[config.mk]
export PLATFORM = sky130hd
export DESIGN_NAME = lbcfg_bridge
export DESIGN_NICKNAME = d
export VERILOG_FILES = /design/src/rtl/lbcfg_pkg.sv /design/src/rtl/lbcfg_bridge.sv /design/src/rtl/lbcfg_recovery.sv
export SDC_FILE = /design/constraint.sdc
export NUM_CORES = 1
export LEC_CHECK = 0
export ABC_AREA = 1
export BUFFER_PORTS_ARGS = -buffer_cell sky130_fd_sc_hd__buf_2
export CAP_MARGIN = 25
export CORE_MARGIN = 2
export CORE_UTILIZATION = 50
export DETAILED_ROUTE_END_ITERATION = 10
export GPL_TIMING_DRIVEN = 0
export PLACE_DENSITY = 0.85
export SYNTH_ARGS = -nofsm -noshare
export SYNTH_HDL_FRONTEND = slang
export SYNTH_HIERARCHICAL = 1
export SYNTH_SLANG_ARGS = --single-unit
[constraint.sdc]
create_clock -name clk -period 2.1 [get_ports clk]
set_clock_uncertainty 0.05 [all_clocks]
set_input_delay 0.105 -clock clk [delete_from_list [all_inputs] [get_ports clk]]
set_output_delay 0.105 -clock clk [all_outputs]
set_load 0.005 [all_outputs]
[src/rtl/lbcfg_pkg.sv]
// Package with the register map, field positions, reset values and carriers of the bridge header.
package lbcfg_pkg;

  // Configuration space position of the bridge function.
  localparam logic [4:0] LBCFG_DEV_NUM  = 5'h01;
  localparam logic [2:0] LBCFG_FUNC_NUM = 3'h0;

  // Register offsets (byte addresses of aligned dwords).
  localparam logic [7:0] LBCFG_OFF_IDENTITY   = 8'h00;
  localparam logic [7:0] LBCFG_OFF_CMD_STATUS = 8'h04;
  localparam logic [7:0] LBCFG_OFF_CLASS_REV  = 8'h08;
  localparam logic [7:0] LBCFG_OFF_HDR_MISC   = 8'h0c;
  localparam logic [7:0] LBCFG_OFF_SUBSYS     = 8'h2c;
  localparam logic [7:0] LBCFG_OFF_IO_CTL1    = 8'h40;
  localparam logic [7:0] LBCFG_OFF_SUBSYS_WR  = 8'h70;

  // Reset and hardwired values.
  localparam logic [31:0] LBCFG_CMD_STATUS_RST = 32'h0220_000f;
  localparam logic [23:0] LBCFG_CLASS_ISA      = 24'h06_01_00;
  localparam logic [31:0] LBCFG_HDR_MISC_RST   = 32'h0080_0000;
  localparam logic [31:0] LBCFG_SUBSYS_RST     = 32'h0000_0000;
  localparam logic [7:0]  LBCFG_IO_CTL1_RST    = 8'h00;

  // Field positions.
  localparam int LBCFG_CMD_SHUTDOWN_BIT = 3;
  localparam int LBCFG_IO_NMI_BIT       = 7;
  localparam int LBCFG_IO_SYNCERR_BIT   = 6;
  localparam int LBCFG_IO_UNCLAIMED_TO_SECONDARY_ENABLE_BIT    = 5;
  localparam int LBCFG_IO_SCOPE_BIT     = 4;
  localparam int LBCFG_IO_GAP_BIT       = 3;

  // Timing in PCI clock cycles.
  localparam logic [5:0] LBCFG_GAP_SHORT_CYC  = 6'd22;
  localparam logic [5:0] LBCFG_GAP_LONG_CYC   = 6'd54;
  localparam logic [2:0] LBCFG_SUB_WINDOW_CYC = 3'd4;

  typedef struct packed {
    logic        rd;
    logic        wr;
    logic [4:0]  dev;
    logic [2:0]  func;
    logic [7:0]  addr;
    logic [3:0]  be;
    logic [31:0] wdata;
  } lbcfg_cfg_req_t;

  typedef struct packed {
    logic        ack;
    logic [31:0] rdata;
  } lbcfg_cfg_rsp_t;

  typedef enum logic [2:0] {
    LBCFG_RT_IDLE,
    LBCFG_RT_PCI,
    LBCFG_RT_PCI_OWNED,
    LBCFG_RT_CLAIM,
    LBCFG_RT_LPC_WAIT,
    LBCFG_RT_LPC
  } lbcfg_route_t;

endpackage : lbcfg_pkg

[src/rtl/lbcfg_bridge.sv]
// Bridge function configuration header, I/O control register and unclaimed-cycle router.
`timescale 1ns/1ps
module lbcfg_bridge
  import lbcfg_pkg::*;
#(
  parameter logic [15:0] VENDOR_ID   = 16'h1234, // Arbitrary value.
  parameter logic [15:0] DEVICE_ID   = 16'h5678, // Arbitrary value.
  parameter logic [7:0]  REVISION_ID = 8'h01     // Arbitrary value.
)
(
  input  wire logic           clk,
  input  wire logic           reset_n,
  input  wire lbcfg_cfg_req_t cfg_req,
  output lbcfg_cfg_rsp_t      cfg_rsp,
  input  wire logic           shutdown_cycle,
  output logic                cpu_init,
  input  wire logic           lpc_sync_err,
  input  wire logic           other_fault_set,
  output logic                nmi_req,
  input  wire logic           hst_valid,
  input  wire logic           hst_is_io,
  output logic                hst_ready,
  output logic                pci_fwd_req,
  input  wire logic           pci_devsel_n_i,
  input  wire logic           pci_cycle_end_n_i,
  output logic                pci_devsel_n_o,
  output logic                pci_devsel_oe_n,
  output logic                pci_stop_n_o,
  output logic                pci_stop_oe_n,
  output logic                lpc_req,
  output logic                lpc_is_io,
  input  wire logic           lpc_done,
  input  wire logic           legacy_io_req,
  output logic                legacy_io_go,
  input  wire logic           legacy_io_done,
  output logic                fwd_done
);

  // Configuration access decode.
  logic        cfg_hit;
  logic        cfg_wr;
  logic        cfg_rd;
  logic [31:0] rdata_d;

  // Writable state.
  logic        shutdown_en_q;
  logic [31:0] subsys_q;
  logic        nmi_on_fault_enable_q;
  logic        lpc_sync_fault_flag_q;
  logic        unclaimed_to_secondary_enable_q;
  logic        recovery_scope_select_q;
  logic        recovery_gap_select_q;

  // Pin synchronisers.
  logic [1:0]  devsel_sync_q;
  logic [1:0]  cycend_sync_q;
  logic        ext_devsel;
  logic        pci_cycle_end;

  // Router.
  lbcfg_route_t rt_q;
  lbcfg_route_t rt_d;
  logic [2:0]   win_q;
  logic         io_q;
  logic         gap_busy;
  logic         lpc_io_end;
  logic         gap_start;
  logic         fault_flag_prev_q;
  logic         other_fault_prev_q;

  function automatic logic [31:0] lbcfg_merge(input logic [31:0] old_v, input logic [31:0] new_v,
                                              input logic [3:0] be);
    logic [31:0] res;
    res = old_v;
    for (int i = 0; i < 4; i++) begin
      if (be[i]) begin
        res[i*8 +: 8] = new_v[i*8 +: 8];
      end
    end
    return res;
  endfunction : lbcfg_merge

  function automatic logic [7:0] lbcfg_io_ctl1(input logic nmi_en, input logic flag, input logic unclaimed_to_secondary_enable,
                                               input logic scope, input logic gap);
    logic [7:0] v;
    v = LBCFG_IO_CTL1_RST;
    v[LBCFG_IO_NMI_BIT]     = nmi_en;
    v[LBCFG_IO_SYNCERR_BIT] = flag;
    v[LBCFG_IO_UNCLAIMED_TO_SECONDARY_ENABLE_BIT]  = unclaimed_to_secondary_enable;
    v[LBCFG_IO_SCOPE_BIT]   = scope;
    v[LBCFG_IO_GAP_BIT]     = gap;
    return v;
  endfunction : lbcfg_io_ctl1

  assign cfg_hit = (cfg_req.dev == LBCFG_DEV_NUM) && (cfg_req.func == LBCFG_FUNC_NUM);
  assign cfg_wr  = cfg_hit && cfg_req.wr;
  assign cfg_rd  = cfg_hit && cfg_req.rd;

  // Read data mux; anything not mapped reads as zero.
  always_comb begin
    rdata_d = 32'h0000_0000;
    case (cfg_req.addr)
      LBCFG_OFF_IDENTITY: begin
        rdata_d = {DEVICE_ID, VENDOR_ID};
      end
      LBCFG_OFF_CMD_STATUS: begin
        rdata_d = LBCFG_CMD_STATUS_RST;
        rdata_d[LBCFG_CMD_SHUTDOWN_BIT] = shutdown_en_q;
      end
      LBCFG_OFF_CLASS_REV: begin
        rdata_d = {LBCFG_CLASS_ISA, REVISION_ID};
      end
      LBCFG_OFF_HDR_MISC: begin
        rdata_d = LBCFG_HDR_MISC_RST;
      end
      LBCFG_OFF_SUBSYS, LBCFG_OFF_SUBSYS_WR: begin
        rdata_d = subsys_q;
      end
      LBCFG_OFF_IO_CTL1: begin
        rdata_d = {24'h00_0000, lbcfg_io_ctl1(nmi_on_fault_enable_q, lpc_sync_fault_flag_q,
                                               unclaimed_to_secondary_enable_q, recovery_scope_select_q,
                                               recovery_gap_select_q)};
      end
      default: begin
        rdata_d = 32'h0000_0000;
      end
    endcase
  end

  // Every decoded access is answered one cycle later, writes to fixed fields included.
  always_ff @(posedge clk or negedge reset_n) begin
    if (!reset_n) begin
      cfg_rsp <= '0;
    end else begin
      cfg_rsp.ack <= cfg_rd || cfg_wr;
      if (cfg_rd) begin
        cfg_rsp.rdata <= rdata_d;
      end
    end
  end

  // Only bit 3 of the command register is writable; the rest is hardwired.
  always_ff @(posedge clk or negedge reset_n) begin
    if (!reset_n) begin
      shutdown_en_q <= LBCFG_CMD_STATUS_RST[LBCFG_CMD_SHUTDOWN_BIT];
    end else if (cfg_wr && (cfg_req.addr == LBCFG_OFF_CMD_STATUS) && cfg_req.be[0]) begin
      shutdown_en_q <= cfg_req.wdata[LBCFG_CMD_SHUTDOWN_BIT];
    end
  end

  // Subsystem IDs change only through the alias; writes at the home offset are dropped.
  always_ff @(posedge clk or negedge reset_n) begin
    if (!reset_n) begin
      subsys_q <= LBCFG_SUBSYS_RST;
    end else if (cfg_wr && (cfg_req.addr == LBCFG_OFF_SUBSYS_WR)) begin
      subsys_q <= lbcfg_merge(subsys_q, cfg_req.wdata, cfg_req.be);
    end
  end

  // I/O control 1 read-write fields.
  always_ff @(posedge clk or negedge reset_n) begin
    if (!reset_n) begin
      nmi_on_fault_enable_q           <= LBCFG_IO_CTL1_RST[LBCFG_IO_NMI_BIT];
      unclaimed_to_secondary_enable_q <= LBCFG_IO_CTL1_RST[LBCFG_IO_UNCLAIMED_TO_SECONDARY_ENABLE_BIT];
      recovery_scope_select_q         <= LBCFG_IO_CTL1_RST[LBCFG_IO_SCOPE_BIT];
      recovery_gap_select_q           <= LBCFG_IO_CTL1_RST[LBCFG_IO_GAP_BIT];
    end else if (cfg_wr && (cfg_req.addr == LBCFG_OFF_IO_CTL1) && cfg_req.be[0]) begin
      nmi_on_fault_enable_q           <= cfg_req.wdata[LBCFG_IO_NMI_BIT];
      unclaimed_to_secondary_enable_q <= cfg_req.wdata[LBCFG_IO_UNCLAIMED_TO_SECONDARY_ENABLE_BIT];
      recovery_scope_select_q         <= cfg_req.wdata[LBCFG_IO_SCOPE_BIT];
      recovery_gap_select_q           <= cfg_req.wdata[LBCFG_IO_GAP_BIT];
    end
  end

  // A sync error in the same cycle as the clearing write keeps the flag set.
  always_ff @(posedge clk or negedge reset_n) begin
    if (!reset_n) begin
      lpc_sync_fault_flag_q <= LBCFG_IO_CTL1_RST[LBCFG_IO_SYNCERR_BIT];
    end else if (lpc_sync_err) begin
      lpc_sync_fault_flag_q <= 1'b1;
    end else if (cfg_wr && (cfg_req.addr == LBCFG_OFF_IO_CTL1) && cfg_req.be[0] &&
                 cfg_req.wdata[LBCFG_IO_SYNCERR_BIT]) begin
      lpc_sync_fault_flag_q <= 1'b0;
    end
  end

  // With the NMI enable bit set, NMI fires on the rising edge of the sync fault flag or other_fault_set, one pulse per event.
  always_ff @(posedge clk or negedge reset_n) begin
    if (!reset_n) begin
      fault_flag_prev_q  <= 1'b0;
      other_fault_prev_q <= 1'b0;
      nmi_req            <= 1'b0;
    end else begin
      fault_flag_prev_q  <= lpc_sync_fault_flag_q;
      other_fault_prev_q <= other_fault_set;
      nmi_req            <= nmi_on_fault_enable_q &&
                            ((lpc_sync_fault_flag_q && !fault_flag_prev_q) ||
                             (other_fault_set && !other_fault_prev_q));
    end
  end

  always_ff @(posedge clk or negedge reset_n) begin
    if (!reset_n) begin
      cpu_init <= 1'b0;
    end else begin
      cpu_init <= shutdown_cycle && shutdown_en_q;
    end
  end

  // PCI pins are asynchronous to this logic.
  always_ff @(posedge clk or negedge reset_n) begin
    if (!reset_n) begin
      devsel_sync_q <= 2'b11;
      cycend_sync_q <= 2'b11;
    end else begin
      devsel_sync_q <= {devsel_sync_q[0], pci_devsel_n_i};
      cycend_sync_q <= {cycend_sync_q[0], pci_cycle_end_n_i};
    end
  end

  assign ext_devsel    = !devsel_sync_q[1];
  assign pci_cycle_end = !cycend_sync_q[1];

  // LPC I/O cycles wait out the gap only when the scope bit extends it to them.
  assign lpc_io_end = (rt_q == LBCFG_RT_LPC) && lpc_done && io_q && recovery_scope_select_q;
  assign gap_start  = lpc_io_end || legacy_io_done;

  lbcfg_recovery u_recovery (
    .clk      (clk),
    .reset_n  (reset_n),
    .io_end   (gap_start),
    .long_gap (recovery_gap_select_q),
    .busy     (gap_busy)
  );

  assign legacy_io_go = legacy_io_req && !gap_busy;

  // Router next state.
  always_comb begin
    rt_d = rt_q;
    case (rt_q)
      LBCFG_RT_IDLE: begin
        if (hst_valid) begin
          rt_d = unclaimed_to_secondary_enable_q ? LBCFG_RT_PCI : LBCFG_RT_LPC_WAIT;
        end
      end
      LBCFG_RT_PCI: begin
        if (ext_devsel && (win_q < LBCFG_SUB_WINDOW_CYC)) begin
          rt_d = LBCFG_RT_PCI_OWNED;
        end else if (win_q == LBCFG_SUB_WINDOW_CYC) begin
          rt_d = LBCFG_RT_CLAIM;
        end
      end
      LBCFG_RT_PCI_OWNED: begin
        if (pci_cycle_end) begin
          rt_d = LBCFG_RT_IDLE;
        end
      end
      LBCFG_RT_CLAIM: begin
        rt_d = LBCFG_RT_LPC_WAIT;
      end
      LBCFG_RT_LPC_WAIT: begin
        if (!(io_q && recovery_scope_select_q && gap_busy)) begin
          rt_d = LBCFG_RT_LPC;
        end
      end
      LBCFG_RT_LPC: begin
        if (lpc_done) begin
          rt_d = LBCFG_RT_IDLE;
        end
      end
      default: begin
        rt_d = LBCFG_RT_IDLE;
      end
    endcase
  end

  always_ff @(posedge clk or negedge reset_n) begin
    if (!reset_n) begin
      rt_q <= LBCFG_RT_IDLE;
    end else begin
      rt_q <= rt_d;
    end
  end

  // Window counter runs only while a forwarded cycle waits for a claimant.
  always_ff @(posedge clk or negedge reset_n) begin
    if (!reset_n) begin
      win_q <= 3'h0;
    end else if (rt_q == LBCFG_RT_PCI && win_q != LBCFG_SUB_WINDOW_CYC) begin
      win_q <= win_q + 3'h1;
    end else if (rt_q != LBCFG_RT_PCI) begin
      win_q <= 3'h0;
    end
  end

  always_ff @(posedge clk or negedge reset_n) begin
    if (!reset_n) begin
      io_q <= 1'b0;
    end else if (rt_q == LBCFG_RT_IDLE && hst_valid) begin
      io_q <= hst_is_io;
    end
  end

  assign hst_ready = (rt_q == LBCFG_RT_IDLE);

  // Registered outputs toward the buses; the claim drives DEVSEL and STOP together for one cycle.
  always_ff @(posedge clk or negedge reset_n) begin
    if (!reset_n) begin
      pci_fwd_req     <= 1'b0;
      pci_devsel_n_o  <= 1'b1;
      pci_devsel_oe_n <= 1'b1;
      pci_stop_n_o    <= 1'b1;
      pci_stop_oe_n   <= 1'b1;
      lpc_req         <= 1'b0;
      lpc_is_io       <= 1'b0;
      fwd_done        <= 1'b0;
    end else begin
      pci_fwd_req     <= (rt_d == LBCFG_RT_PCI) || (rt_d == LBCFG_RT_PCI_OWNED);
      pci_devsel_n_o  <= !(rt_d == LBCFG_RT_CLAIM);
      pci_devsel_oe_n <= !(rt_d == LBCFG_RT_CLAIM);
      pci_stop_n_o    <= !(rt_d == LBCFG_RT_CLAIM);
      pci_stop_oe_n   <= !(rt_d == LBCFG_RT_CLAIM);
      lpc_req         <= (rt_d == LBCFG_RT_LPC);
      lpc_is_io       <= (rt_d == LBCFG_RT_LPC) && io_q;
      fwd_done        <= (rt_q != LBCFG_RT_IDLE) && (rt_d == LBCFG_RT_IDLE);
    end
  end

endmodule : lbcfg_bridge

[src/rtl/lbcfg_recovery.sv]
// I/O recovery gap timer: holds off the next I/O cycle after one ends.
`timescale 1ns/1ps
module lbcfg_recovery
  import lbcfg_pkg::*;
(
  input  wire logic clk,
  input  wire logic reset_n,
  input  wire logic io_end,
  input  wire logic long_gap,
  output logic      busy
);

  logic [5:0] gap_q;
  logic [5:0] gap_d;

  // A new end restarts the full gap, so back-to-back ends never shorten it.
  always_comb begin
    gap_d = gap_q;
    if (io_end) begin
      gap_d = long_gap ? LBCFG_GAP_LONG_CYC : LBCFG_GAP_SHORT_CYC;
    end else if (gap_q != 6'h00) begin
      gap_d = gap_q - 6'h01;
    end
  end

  always_ff @(posedge clk or negedge reset_n) begin
    if (!reset_n) begin
      gap_q <= 6'h00;
    end else begin
      gap_q <= gap_d;
    end
  end

  assign busy = (gap_q != 6'h00);

endmodule : lbcfg_recovery

==> results of run 1 <==
worst min-delay path, delay by kind of cell:
kind                   cells  cell delay (ns)
AND/OR/NAND/NOR            1             0.09
buffers and inverters      1             0.12
AO/OA/AOI/OAI              1             0.07
how the worst max path moves through the flow:
stage               slack (ns)  cells past startpoint            to           startpoint
finish                    0.31                      9   pci_fwd_req  u_recovery/gap_q[0]
global route              0.17                      9   pci_fwd_req  u_recovery/gap_q[0]
CTS                       0.33                      9   pci_fwd_req  u_recovery/gap_q[0]
detailed placement        0.34                      9   pci_fwd_req  u_recovery/gap_q[0]
global placement         -0.05                      1  subsys_q[13]              reset_n
floorplan                 0.56                      9   pci_fwd_req  u_recovery/gap_q[0]
cells in the final DEF, fill, tap and decap left out:
master         count
buf_4              4
clkbuf_1           2
o21ai_2           33
nand2_2            2
o21bai_1           1
a22oi_1            1
o21ai_1            4
nand4_1            5
inv_2              4
dfrtp_1           91
dfstp_2            6
a21oi_1            8
buf_2            116
buf_16             1
clkbuf_8          10
dlygate4sd3_1     43
inv_8              1
nor2_2             5
xnor2_1            1
o22ai_1            1
o21ai_0            6
nor2_1            30
nand3_4            5
buf_6              4
clkinvlp_4         4
ha_1               4
inv_6              1
nor3_1             4
inv_1             75
nand3_1           32
nor3_2             1
nand3_2            1
nand2_1          208
and2_1             1
nor2_8             1
and3_1             1
area by class of cell:
class                      count  area (µm²)
clock inverter                 6        50.0
sequential                    97        2430
clock buffer                  10         138
timing repair buffer         154        1010
multi-input combinational    355        1750
inverter                      79         297
fill                         686        2880
buffer                        16         110
tap                          108         135
power groups by stage:
stage | sequential [mW] | combinational [mW] | clock [mW]
floorplan | 2.06 | 0.330 | 0
global placement | 2.06 | 0.521 | 0
detailed placement | 2.06 | 0.564 | 0
CTS | 2.03 | 0.623 | 1.19
global route | 2.04 | 0.717 | 1.27
finish | 2.03 | 0.625 | 1.17
logic make-up (layout without fill, tap and decap cells):
kind of cell               count (synthesis)  in the layout  synth area share
and+or+nand+nor                          296            296             0.281
DFF                                       97             97             0.531
buffers and inverters                     95            265            0.0886
AOI/OAI and AO/OA                         54             54            0.0872
adders and majority gates                  4              4            0.0109
xor gates and xnor gates                   1              1           0.00191
registers in the layout, indices dropped and copies added (netlist names), 2 cells and up:
name / count
cfg_rsp: 33
win_q: 3
rt_q: 3
cycend_sync_q: 2
devsel_sync_q: 2
subsys_q: 32
u_recovery/gap_q: 6
cell usage after synthesis, types with 2 or more instances:
library cell | n | area (µm²)
o21ai_0 | 6 | 30.0
dfstp_2 | 6 | 158
nor3_1 | 4 | 20.0
ha_1 | 4 | 50.1
nand2_2 | 2 | 12.5
nand3_4 | 5 | 87.6
dfrtp_1 | 91 | 2280
clkbuf_1 | 2 | 7.51
inv_2 | 4 | 15.0
o21ai_1 | 4 | 20.0
nor2_1 | 30 | 113
nor2_2 | 5 | 31.3
buf_2 | 7 | 35.0
a21oi_1 | 8 | 40.0
buf_6 | 4 | 45.0
inv_1 | 75 | 282
o21ai_2 | 33 | 289
nand2_1 | 208 | 781
buf_4 | 3 | 22.5
nand4_1 | 5 | 31.3
nand3_1 | 32 | 160
through the flow:
step            util  hold slack, ns  setup WS, ns
2_1_floorplan      -          -0.241         0.557
3_3_place_gp   0.599           0.161       -0.0460
3_5_place_dp   0.602          0.0501         0.339
4_1_cts        0.673         0.00243         0.327
5_1_grt        0.673          0.0177         0.175
6_report       0.673          0.0116         0.312
layer usage:
| metal | vias up | global-route usage | share of wire |
|---|---|---|---|
| met5 | - | 0 | 0 |
| met4 | 0 | 0.0938 | 0.031 |
| met3 | 32 | 0.0606 | 0.070 |
| met2 | 149 | 0.444 | 0.50 |
| met1 | 1939 | 0.291 | 0.40 |
| li1 | 2014 | - | - |
==> summary.txt, run 1 <==
Status
  • Status: completed

Synth
  • Average size of a mapped cell: 8.39 µm²
  • Seq/Total Area, Yosys: 0.531
  • Primary FF master, synth: dfrtp_1
  • Number of synthesized flops with an enable pin: 0
  • Syn Inst Count: 547
  • #FFs+latches synth: 97
  • Post-Syn Area: 4590 µm²
  • Post-synth ARST share: 1.00
  • Synth cell types: 30
  • Synth Net Count: 617
  • Yosys warnings: 6

Setup path
  • Internal reg-to-reg setup slack: 0.31 ns
  • Worst r2r src: u_recovery/gap_q[0]
  • CP peak stage delay: 0.43 ns
  • FF-to-FF End: pci_fwd_req
  • CP startpoint kind: register
  • Crit path kind: register to register
  • Cells on worst reg2reg path: 9
  • Top Family by Delay on Critical Path: simple AND/OR/NAND/NOR gates
  • CP max-delay cell: dfrtp_1
  • WP buf/inv: 2
  • Critical Path RT: 2.31 ns
  • CP max FO: 8
  • CP endpoint kind: register
  • CP cell instances: inv_1 > ha_1 > nand3_4 > and3_1 > nor2_1 > nor2_1 > nand3_1 > nand2_1 > inv_1
  • Worst EP arrival: 2.00 ns

Clock network
  • Root buf cell: clkbuf_8
  • H-tree depth: 3
  • Post-CTS sizing: 0
  • CTS Sinks: 97
  • CTS Buf Count: 9
  • CTS Hold Bufs: 43
  • Worst-Skew Late Latency: 0.36 ns
  • Clock slew at reported path FFs: 0.09 ns
  • CTS Buffer Depth: 2
  • Postcts setup bufs: 0
  • Clock tree from TritonCTS: done

Global routing
  • Largest net degree at the start of global routing: 63
  • Initial antenna violation count: 0
  • Gr usage total: 0.249
  • Grt ovf: 0
  • Vias in the first global route: 4290
  • First-pass GRT wire length: 19400 µm

Die
  • Core Area: 8810 µm²
  • Row cnt: 34
  • Die ar.: 9960 µm²
  • Initial Util: 0.521
  • Io pins: 111
  • Die X: 99.8 µm
  • Die Y: 99.8 µm

Power and ir drop
  • Sw Share: 0.294
  • Switching power total: 1.13 mW
  • Combinational Power Share: 0.163
  • Peak supply drop: 0.000340 V
  • Power share of the clock group: 0.306
  • Pwr/cell area: 645 nW/µm²
  • Cell-internal power: 2.70 mW
  • Total Power: 3.82 mW
  • Leak: 3.38 nW
  • Sequential Power Share: 0.531

Run
  • Number of max-cap violations: 0

Placed design
  • Port bufs: 110
  • RePlAce Congestion: 0.834
  • Post-detail-place hpwl: 7940 µm
  • Area after DPL: 5310 µm²
  • Inst Count DP: 766

Detailed routing
  • Wire length per cell: 13.9 µm
  • Avg Vias per Cell: 5.01
  • DRC Markers: 0
  • Via count: 4134
  • Total Routed Length: 11500 µm
  • Antenna viol nets, final: 0
  • Detailed Route Iter0 Violations: 263
  • DRT Pass-1 Iters: 5

Cells and area
  • Layout Cell Area excl Fill: 5920 µm²
  • Antenna Cells: 0
  • P&R area growth vs syn: 29.1%
  • Nets: 782
  • Non-filler cells, final: 825
  • Share of cells above drive strength 1: 0.278

Timing
  • Fin. max-slew vios: 0
  • Final period util: 0.851
  • Slew margin rel.: 0.655
  • Worst Tran Pin Value: 0.515 ns
  • Setup TNS: 0 ns
  • RSZ-0062 raised after global routing: false
  • Final setup fails: 0
  • Fmax: 559 MHz
  • Fin crit period: 1.79 ns
  • Fin. Hold Viols: 0

Hold path
  • Hold path depth: 3
  • Hold Path Class: input port to register
  • WHS Endpoint: io_q
  • Hold path start: hst_valid
Power figures use the tool's default switching activity.
==> run 2, diff against run 1 <==
--- a/config.mk
+++ b/config.mk
@@ -12,6 +12,7 @@
 export CORE_UTILIZATION = 50
 export DETAILED_ROUTE_END_ITERATION = 10
 export GPL_TIMING_DRIVEN = 0
+export MAX_ROUTING_LAYER = met4
 export PLACE_DENSITY = 0.85
 export SYNTH_ARGS = -nofsm -noshare
 export SYNTH_HDL_FRONTEND = slang
==> summary.txt, run 2 (synthesis gave the netlist of run 1 again) <==
Global routing
  • Vias in the first global route: 4287 (-0.070%)
  • Initial antenna violation count: 0 (unchanged)
  • Grt ovf: 0 (unchanged)
  • First-pass GRT wire length: 19400 µm (unchanged)
  • Gr usage total: 0.257 (+0.00766)
  • Largest net degree at the start of global routing: 63 (unchanged)

Die
  • Io pins: 111 (unchanged)
  • Core Area: 8810 µm² (unchanged)
  • Die X: 99.8 µm (unchanged)
  • Initial Util: 0.521 (unchanged)
  • Die Y: 99.8 µm (unchanged)
  • Row cnt: 34 (unchanged)
  • Die ar.: 9960 µm² (unchanged)

Placed design
  • Post-detail-place hpwl: 7940 µm (unchanged)
  • Place WS: 0.339 ns (unchanged)
  • RePlAce Congestion: 0.847 (+1.5%)
  • Port bufs: 110 (unchanged)

Setup path
  • CP max-delay cell: dfrtp_1
  • Cells on worst reg2reg path: 9 (unchanged)
  • CP cell instances: inv_1 > ha_1 > nand3_4 > and3_1 > nor2_1 > nor2_1 > nand3_1 > nand2_1 > inv_1
  • CP max FO: 8 (unchanged)
  • WP buf/inv: 2 (unchanged)
  • Critical Path Stages: 9 (unchanged)
  • Critical Path RT: 2.32 ns (about the same)
  • Internal reg-to-reg setup slack: 0.31 ns (about the same)
  • CP Capture Point: pci_fwd_req
  • CP startpoint kind: register
  • Worst EP arrival: 2.00 ns (about the same)
  • Crit path launch: u_recovery/gap_q[0]
  • Top Family by Delay on Critical Path: simple AND/OR/NAND/NOR gates
  • FF-to-FF End: pci_fwd_req
  • CP peak stage delay: 0.43 ns (about the same)
  • Worst r2r src: u_recovery/gap_q[0]
  • Crit path kind: register to register
  • CP endpoint kind: register

Power and ir drop
  • Sw Share: 0.296 (+0.00121)
  • Power share of the clock group: 0.306 (about the same)
  • Pwr/cell area: 646 nW/µm² (+0.18%)
  • Sequential Power Share: 0.530 (about the same)
  • Combinational Power Share: 0.164 (about the same)
  • Leak: 3.38 nW (unchanged)
  • Peak supply drop: 0.000343 V (+0.80%)
  • Cell-internal power: 2.70 mW (about the same)
  • Switching power total: 1.13 mW (+0.59%)

Detailed routing
  • Antenna viol nets, final: 0 (unchanged)
  • Total Routed Length: 11500 µm (+0.33%)
  • DRC Markers: 0 (unchanged)
  • DRT Pass-1 Iters: 4 (-1)
  • Wire length per cell: 14.0 µm (+0.33%)
  • Avg Vias per Cell: 5.00 (-0.24%)
  • Detailed Route Iter0 Violations: 269 (+2.3%)
  • Via count: 4124 (-0.24%)

Clock network
  • Root buf cell: clkbuf_8
  • CTS Buffer Depth: 2 (unchanged)
  • Clock tree from TritonCTS: done
  • CTS Buf Count: 9 (unchanged)
  • H-tree depth: 3 (unchanged)
  • CTS Sinks: 97 (unchanged)
  • Post-CTS sizing: 0 (unchanged)
  • Worst-Skew Late Latency: 0.36 ns (about the same)
  • Clock slew at reported path FFs: 0.09 ns (about the same)

Timing
  • Slew margin rel.: 0.657 (+0.00157)
  • Fin. max-slew vios: 0 (unchanged)
  • Setup TNS: 0 ns (unchanged)
  • Final period util: 0.851 (about the same)
  • Worst Tran Pin Value: 0.513 ns (-0.00235 ns)
  • RSZ-0062 raised after global routing: false
  • Setup ws final: 0.313 ns (+0.000692 ns)
  • Final setup fails: 0 (unchanged)
  • Fin. Hold Viols: 0 (unchanged)
  • Fmax: 560 MHz (about the same)
  • Fin crit period: 1.79 ns (-0.000692 ns)

Cells and area
  • P&R area growth vs syn: 29.1% (unchanged)
  • Top Registers: cfg_rsp x33, subsys_q x32, u_recovery/gap_q x6
  • Share of cells above drive strength 1: 0.278 (unchanged)
  • Max reg flops: 33 (unchanged)
  • Antenna Cells: 0 (unchanged)
  • Most frequent cells in the layout: nand2_1, buf_2, dfrtp_1
  • Largest Register: cfg_rsp
  • Commonest non-fill, non-tap cell in the layout: nand2_1
  • Nets: 782 (unchanged)
  • # fillers: 686 (unchanged)

Hold path
  • Hold Path Class: input port to register

Status
  • Status: completed

Run
  • Number of max-cap violations: 0 (unchanged)
==> run 2: power by group through the flow <==
| stage | Sequential (mW) | Combinational, mW | Clock (mW) |
|---|---|---|---|
| 2_1_floorplan | 2.06 | 0.330 | 0 |
| 3_3_place_gp | 2.06 | 0.521 | 0 |
| 3_5_place_dp | 2.06 | 0.564 | 0 |
| 4_1_cts | 2.03 | 0.623 | 1.19 |
| 5_1_grt | 2.04 | 0.717 | 1.27 |
| 6_report | 2.03 | 0.626 | 1.17 |
==> run 2: metal layers <==
metal | vias up | track usage | wire length [µm]
met5 | - | - | 0
met4 | 0 | 0.0938 | 309
met3 | 27 | 0.0578 | 720
met2 | 134 | 0.444 | 5790
met1 | 1952 | 0.293 | 4730
li1 | 2011 | - | -
==> run 2: worst reg2reg max path, stage by stage (launching register included) <==
cell,delay [ns]
dfrtp_1,0.43
inv_1,0.12
ha_1,0.26
nand3_4,0.14
and3_1,0.17
nor2_1,0.04
nor2_1,0.23
nand3_1,0.14
nand2_1,0.08
inv_1,0.04
==> run 2: how the worst min path moves through the flow <==
stage,from,end,slack (ns),cells past startpoint
2_1_floorplan,reset_n,cfg_rsp[0],-0.24,0
3_3_place_gp,pci_devsel_n_i,devsel_sync_q[0],0.16,1
3_5_place_dp,reset_n,win_q[0],0.05,1
4_1_cts,hst_valid,io_q,0.002,3
5_1_grt,hst_valid,io_q,0.02,3
6_report,hst_valid,io_q,0.009,3
==> run 2: final cells by class <==
class	count	area, µm²	share of cell area
sequential	97	2430	0.411
buffer	16	110	0.0186
inverter	79	297	0.0501
clock buffer	10	138	0.0232
tap	108	135	0.0228
timing repair buffer	154	1010	0.171
clock inverter	6	50.0	0.00845
multi-input combinational	355	1750	0.295
==> run 2: per-stage QoR <==
| step | utilization | power (mW) | cells | cell area [µm²] | hold WS (ns) |
|---|---|---|---|---|---|
| 3_3_place_gp | 0.599 | 2.58 | 765 | 5280 | 0.161 |
| 3_5_place_dp | 0.602 | 2.63 | 766 | 5310 | 0.0501 |
| 5_1_grt | 0.673 | 4.03 | 825 | 5920 | 0.0177 |
| 4_1_cts | 0.673 | 3.84 | 825 | 5920 | 0.00243 |
| 6_report | 0.673 | 3.83 | 825 | 5920 | 0.00861 |
| 2_1_floorplan | - | 2.39 | 547 | 4590 | -0.241 |
==> run 2: timing repair <==
item                                    in CTS  in global routing
setup buffers                                0                  0
hold endpoints to repair                    78                  0
hold buffers                                43                  0
endpoints found under the setup margin       0                  0
==> run 3, diff against run 2 <==
--- a/config.mk
+++ b/config.mk
@@ -14,6 +14,7 @@
 export GPL_TIMING_DRIVEN = 0
 export MAX_ROUTING_LAYER = met4
 export PLACE_DENSITY = 0.85
+export REMOVE_ABC_BUFFERS = 1
 export SYNTH_ARGS = -nofsm -noshare
 export SYNTH_HDL_FRONTEND = slang
 export SYNTH_HIERARCHICAL = 1
==> summary.txt, run 3 (synthesis gave the netlist of run 1 again) <==
Status
  • Status: completed

Global routing
  • Grt ovf: 0 (unchanged)
  • Initial antenna violation count: 0 (unchanged)
  • First-pass GRT wire length: 18100 µm (-6.3%)
  • Largest net degree at the start of global routing: 55 (-13%)
  • Gr usage total: 0.238 (-0.0187)
  • Vias in the first global route: 3929 (-8.4%)

Cells and area
  • Antenna Cells: 0 (unchanged)
  • Largest Register: cfg_rsp
  • Top Registers: cfg_rsp x33, subsys_q x32, u_recovery/gap_q x6
  • Layout Cell Area excl Fill: 5860 µm² (-1.1%)
  • P&R area growth vs syn: 27.6%
  • Most frequent cells in the layout: nand2_1, buf_2, dfrtp_1
  • # fillers: 683 (-0.44%)
  • Nets: 769 (-1.7%)
  • Max reg flops: 33 (unchanged)
  • Commonest non-fill, non-tap cell in the layout: nand2_1
  • Share of cells above drive strength 1: 0.268 (-0.00908)

Setup path
  • CP max FO: 20 (+12)
  • CP startpoint kind: input port
  • CP endpoint kind: register
  • CP peak stage delay: 0.52 ns (+0.09 ns)
  • Worst EP arrival: 2.14 ns (+0.14 ns)
  • CP cell instances: dlygate4sd3_1 > buf_2 > inv_1 > nor2_2 > inv_1 > buf_8 > nand2_1 > nand2_1
  • Crit path launch: cfg_req[53]
  • Crit path kind: input port to register
  • Critical Path RT: 2.31 ns (about the same)
  • CP max-delay cell: dlygate4sd3_1
  • Worst r2r src: u_recovery/gap_q[0]
  • Top Family by Delay on Critical Path: buffers and inverters
  • WP buf/inv: 5 (+3)

Timing
  • Final period util: 0.919 (+0.0680)
  • Slew margin rel.: 0.581 (-0.0761)
  • Setup ws final: 0.170 ns (-0.143 ns)
  • Fin crit period: 1.93 ns (+0.143 ns)
  • RSZ-0062 raised after global routing: false
  • Final setup fails: 0 (unchanged)
  • Fmax: 518 MHz (-7.4%)
  • Worst Tran Pin Value: 0.627 ns (+0.114 ns)
  • Fin. max-slew vios: 0 (unchanged)
  • Fin. Hold Viols: 0 (unchanged)

Power and ir drop
  • Total Power: 3.82 mW (-0.15%)
  • Pwr/cell area: 653 nW/µm² (+1.0%)
  • Leak: 3.35 nW (-0.93%)
  • Peak supply drop: 0.000420 V (+23%)

Detailed routing
  • Total Routed Length: 11000 µm (-4.4%)
  • Via count: 4029 (-2.3%)
  • DRT Pass-1 Iters: 4 (unchanged)
  • Detailed Route Iter0 Violations: 200 (-26%)
  • Wire length per cell: 13.6 µm (-2.9%)
  • Avg Vias per Cell: 4.96 (-0.74%)
  • Antenna viol nets, final: 0 (unchanged)
  • DRC Markers: 0 (unchanged)

Run
  • Number of max-cap violations: 0 (unchanged)

Clock network
  • Clock slew at reported path FFs: 0.10 ns (about the same)
  • Post-CTS sizing: 0 (unchanged)
  • CTS Buf Count: 9 (unchanged)
  • CTS Buffer Depth: 2 (unchanged)
  • Postcts setup bufs: 0 (unchanged)
  • Clock tree from TritonCTS: done
  • CTS Sinks: 97 (unchanged)
  • H-tree depth: 3 (unchanged)
  • Worst-Skew Late Latency: 0.38 ns (+0.02 ns)
  • Root buf cell: clkbuf_8

Die
  • Row cnt: 34 (unchanged)
  • Die ar.: 9960 µm² (unchanged)
  • Die X: 99.8 µm (unchanged)
  • Initial Util: 0.521 (unchanged)
  • Io pins: 111 (unchanged)
  • Die Y: 99.8 µm (unchanged)
  • Core Area: 8810 µm² (unchanged)

Placed design
  • Place WS: -0.118 ns (-0.458 ns)
  • RePlAce Congestion: 0.809 (-4.6%)
  • Area after DPL: 5230 µm² (-1.5%)
  • Post-detail-place hpwl: 7420 µm (-6.6%)
  • Port bufs: 110 (unchanged)

Hold path
  • Hold Path Class: input port to register
  • Hold path start: lpc_done
-- run 3: worst paths after layout --
| path | endpoint | slack (ns) | depth (start not counted) |
|---|---|---|---|
| max in group asynchronous | shutdown_en_q | 1.08 | 3 |
| hold / removal | rt_q[2] | 0.03 | 4 |
| min in group asynchronous | fwd_done | 0.21 | 2 |
| hold reg to reg | devsel_sync_q[1] | 0.31 | 0 |
| setup reg to reg | pci_fwd_req | 0.33 | 9 |
| setup / recovery | cfg_rsp[22] | 0.17 | 8 |
-- run 3: repair_timing --
item / CTS / global route
setup endpoints to repair: 0 / 0
hold endpoints to repair: 86 / 0
hold buffers: 43 / 0
-- run 3: worst register-to-register path: stages (launching register included) --
cell     delay (ns)
dfrtp_1        0.43
inv_1          0.11
ha_1           0.26
nand3_4        0.15
and3_1         0.18
nor2_1         0.04
nor2_1         0.22
nand3_1        0.14
nand2_1        0.08
inv_1          0.04
-- run 3: layout make-up --
class                   instances  area [µm²]  area share
multi-input cells             355        1750       0.299
flip-flops and latches         97        2430       0.416
clock buffers                   9         124      0.0212
clock inverters                 7        60.1      0.0103
inverters                      79         297      0.0506
repair buffers                157        1050       0.180
well taps                     108         135      0.0231
-- run 3: per-layer routing --
metal | up-vias | part of all wire | track usage
li1 | 1977 | - | -
met1 | 1881 | 0.41 | 0.282
met2 | 149 | 0.51 | 0.403
met3 | 22 | 0.067 | 0.0474
met4 | 0 | 0.020 | 0.0927
met5 | - | 0 | -
-- run 3: report_power, final --
| part | switching, mW | internal [mW] |
|---|---|---|
| Sequential | 0.0653 | 1.97 |
| Combinational | 0.365 | 0.269 |
| Clock | 0.706 | 0.452 |
| Total | 1.14 | 2.69 |
-- run 3: through the flow --
stage | utilization | hold WS (ns) | cells | TNS [ns]
2_1_floorplan | - | -0.241 | 531 | 0
3_3_place_gp | 0.587 | 0.162 | 749 | -11.24
3_5_place_dp | 0.593 | 0.0907 | 752 | -2.40
4_1_cts | 0.663 | 0.0208 | 811 | 0
5_1_grt | 0.665 | 0.0342 | 812 | 0
6_report | 0.665 | 0.0347 | 812 | 0
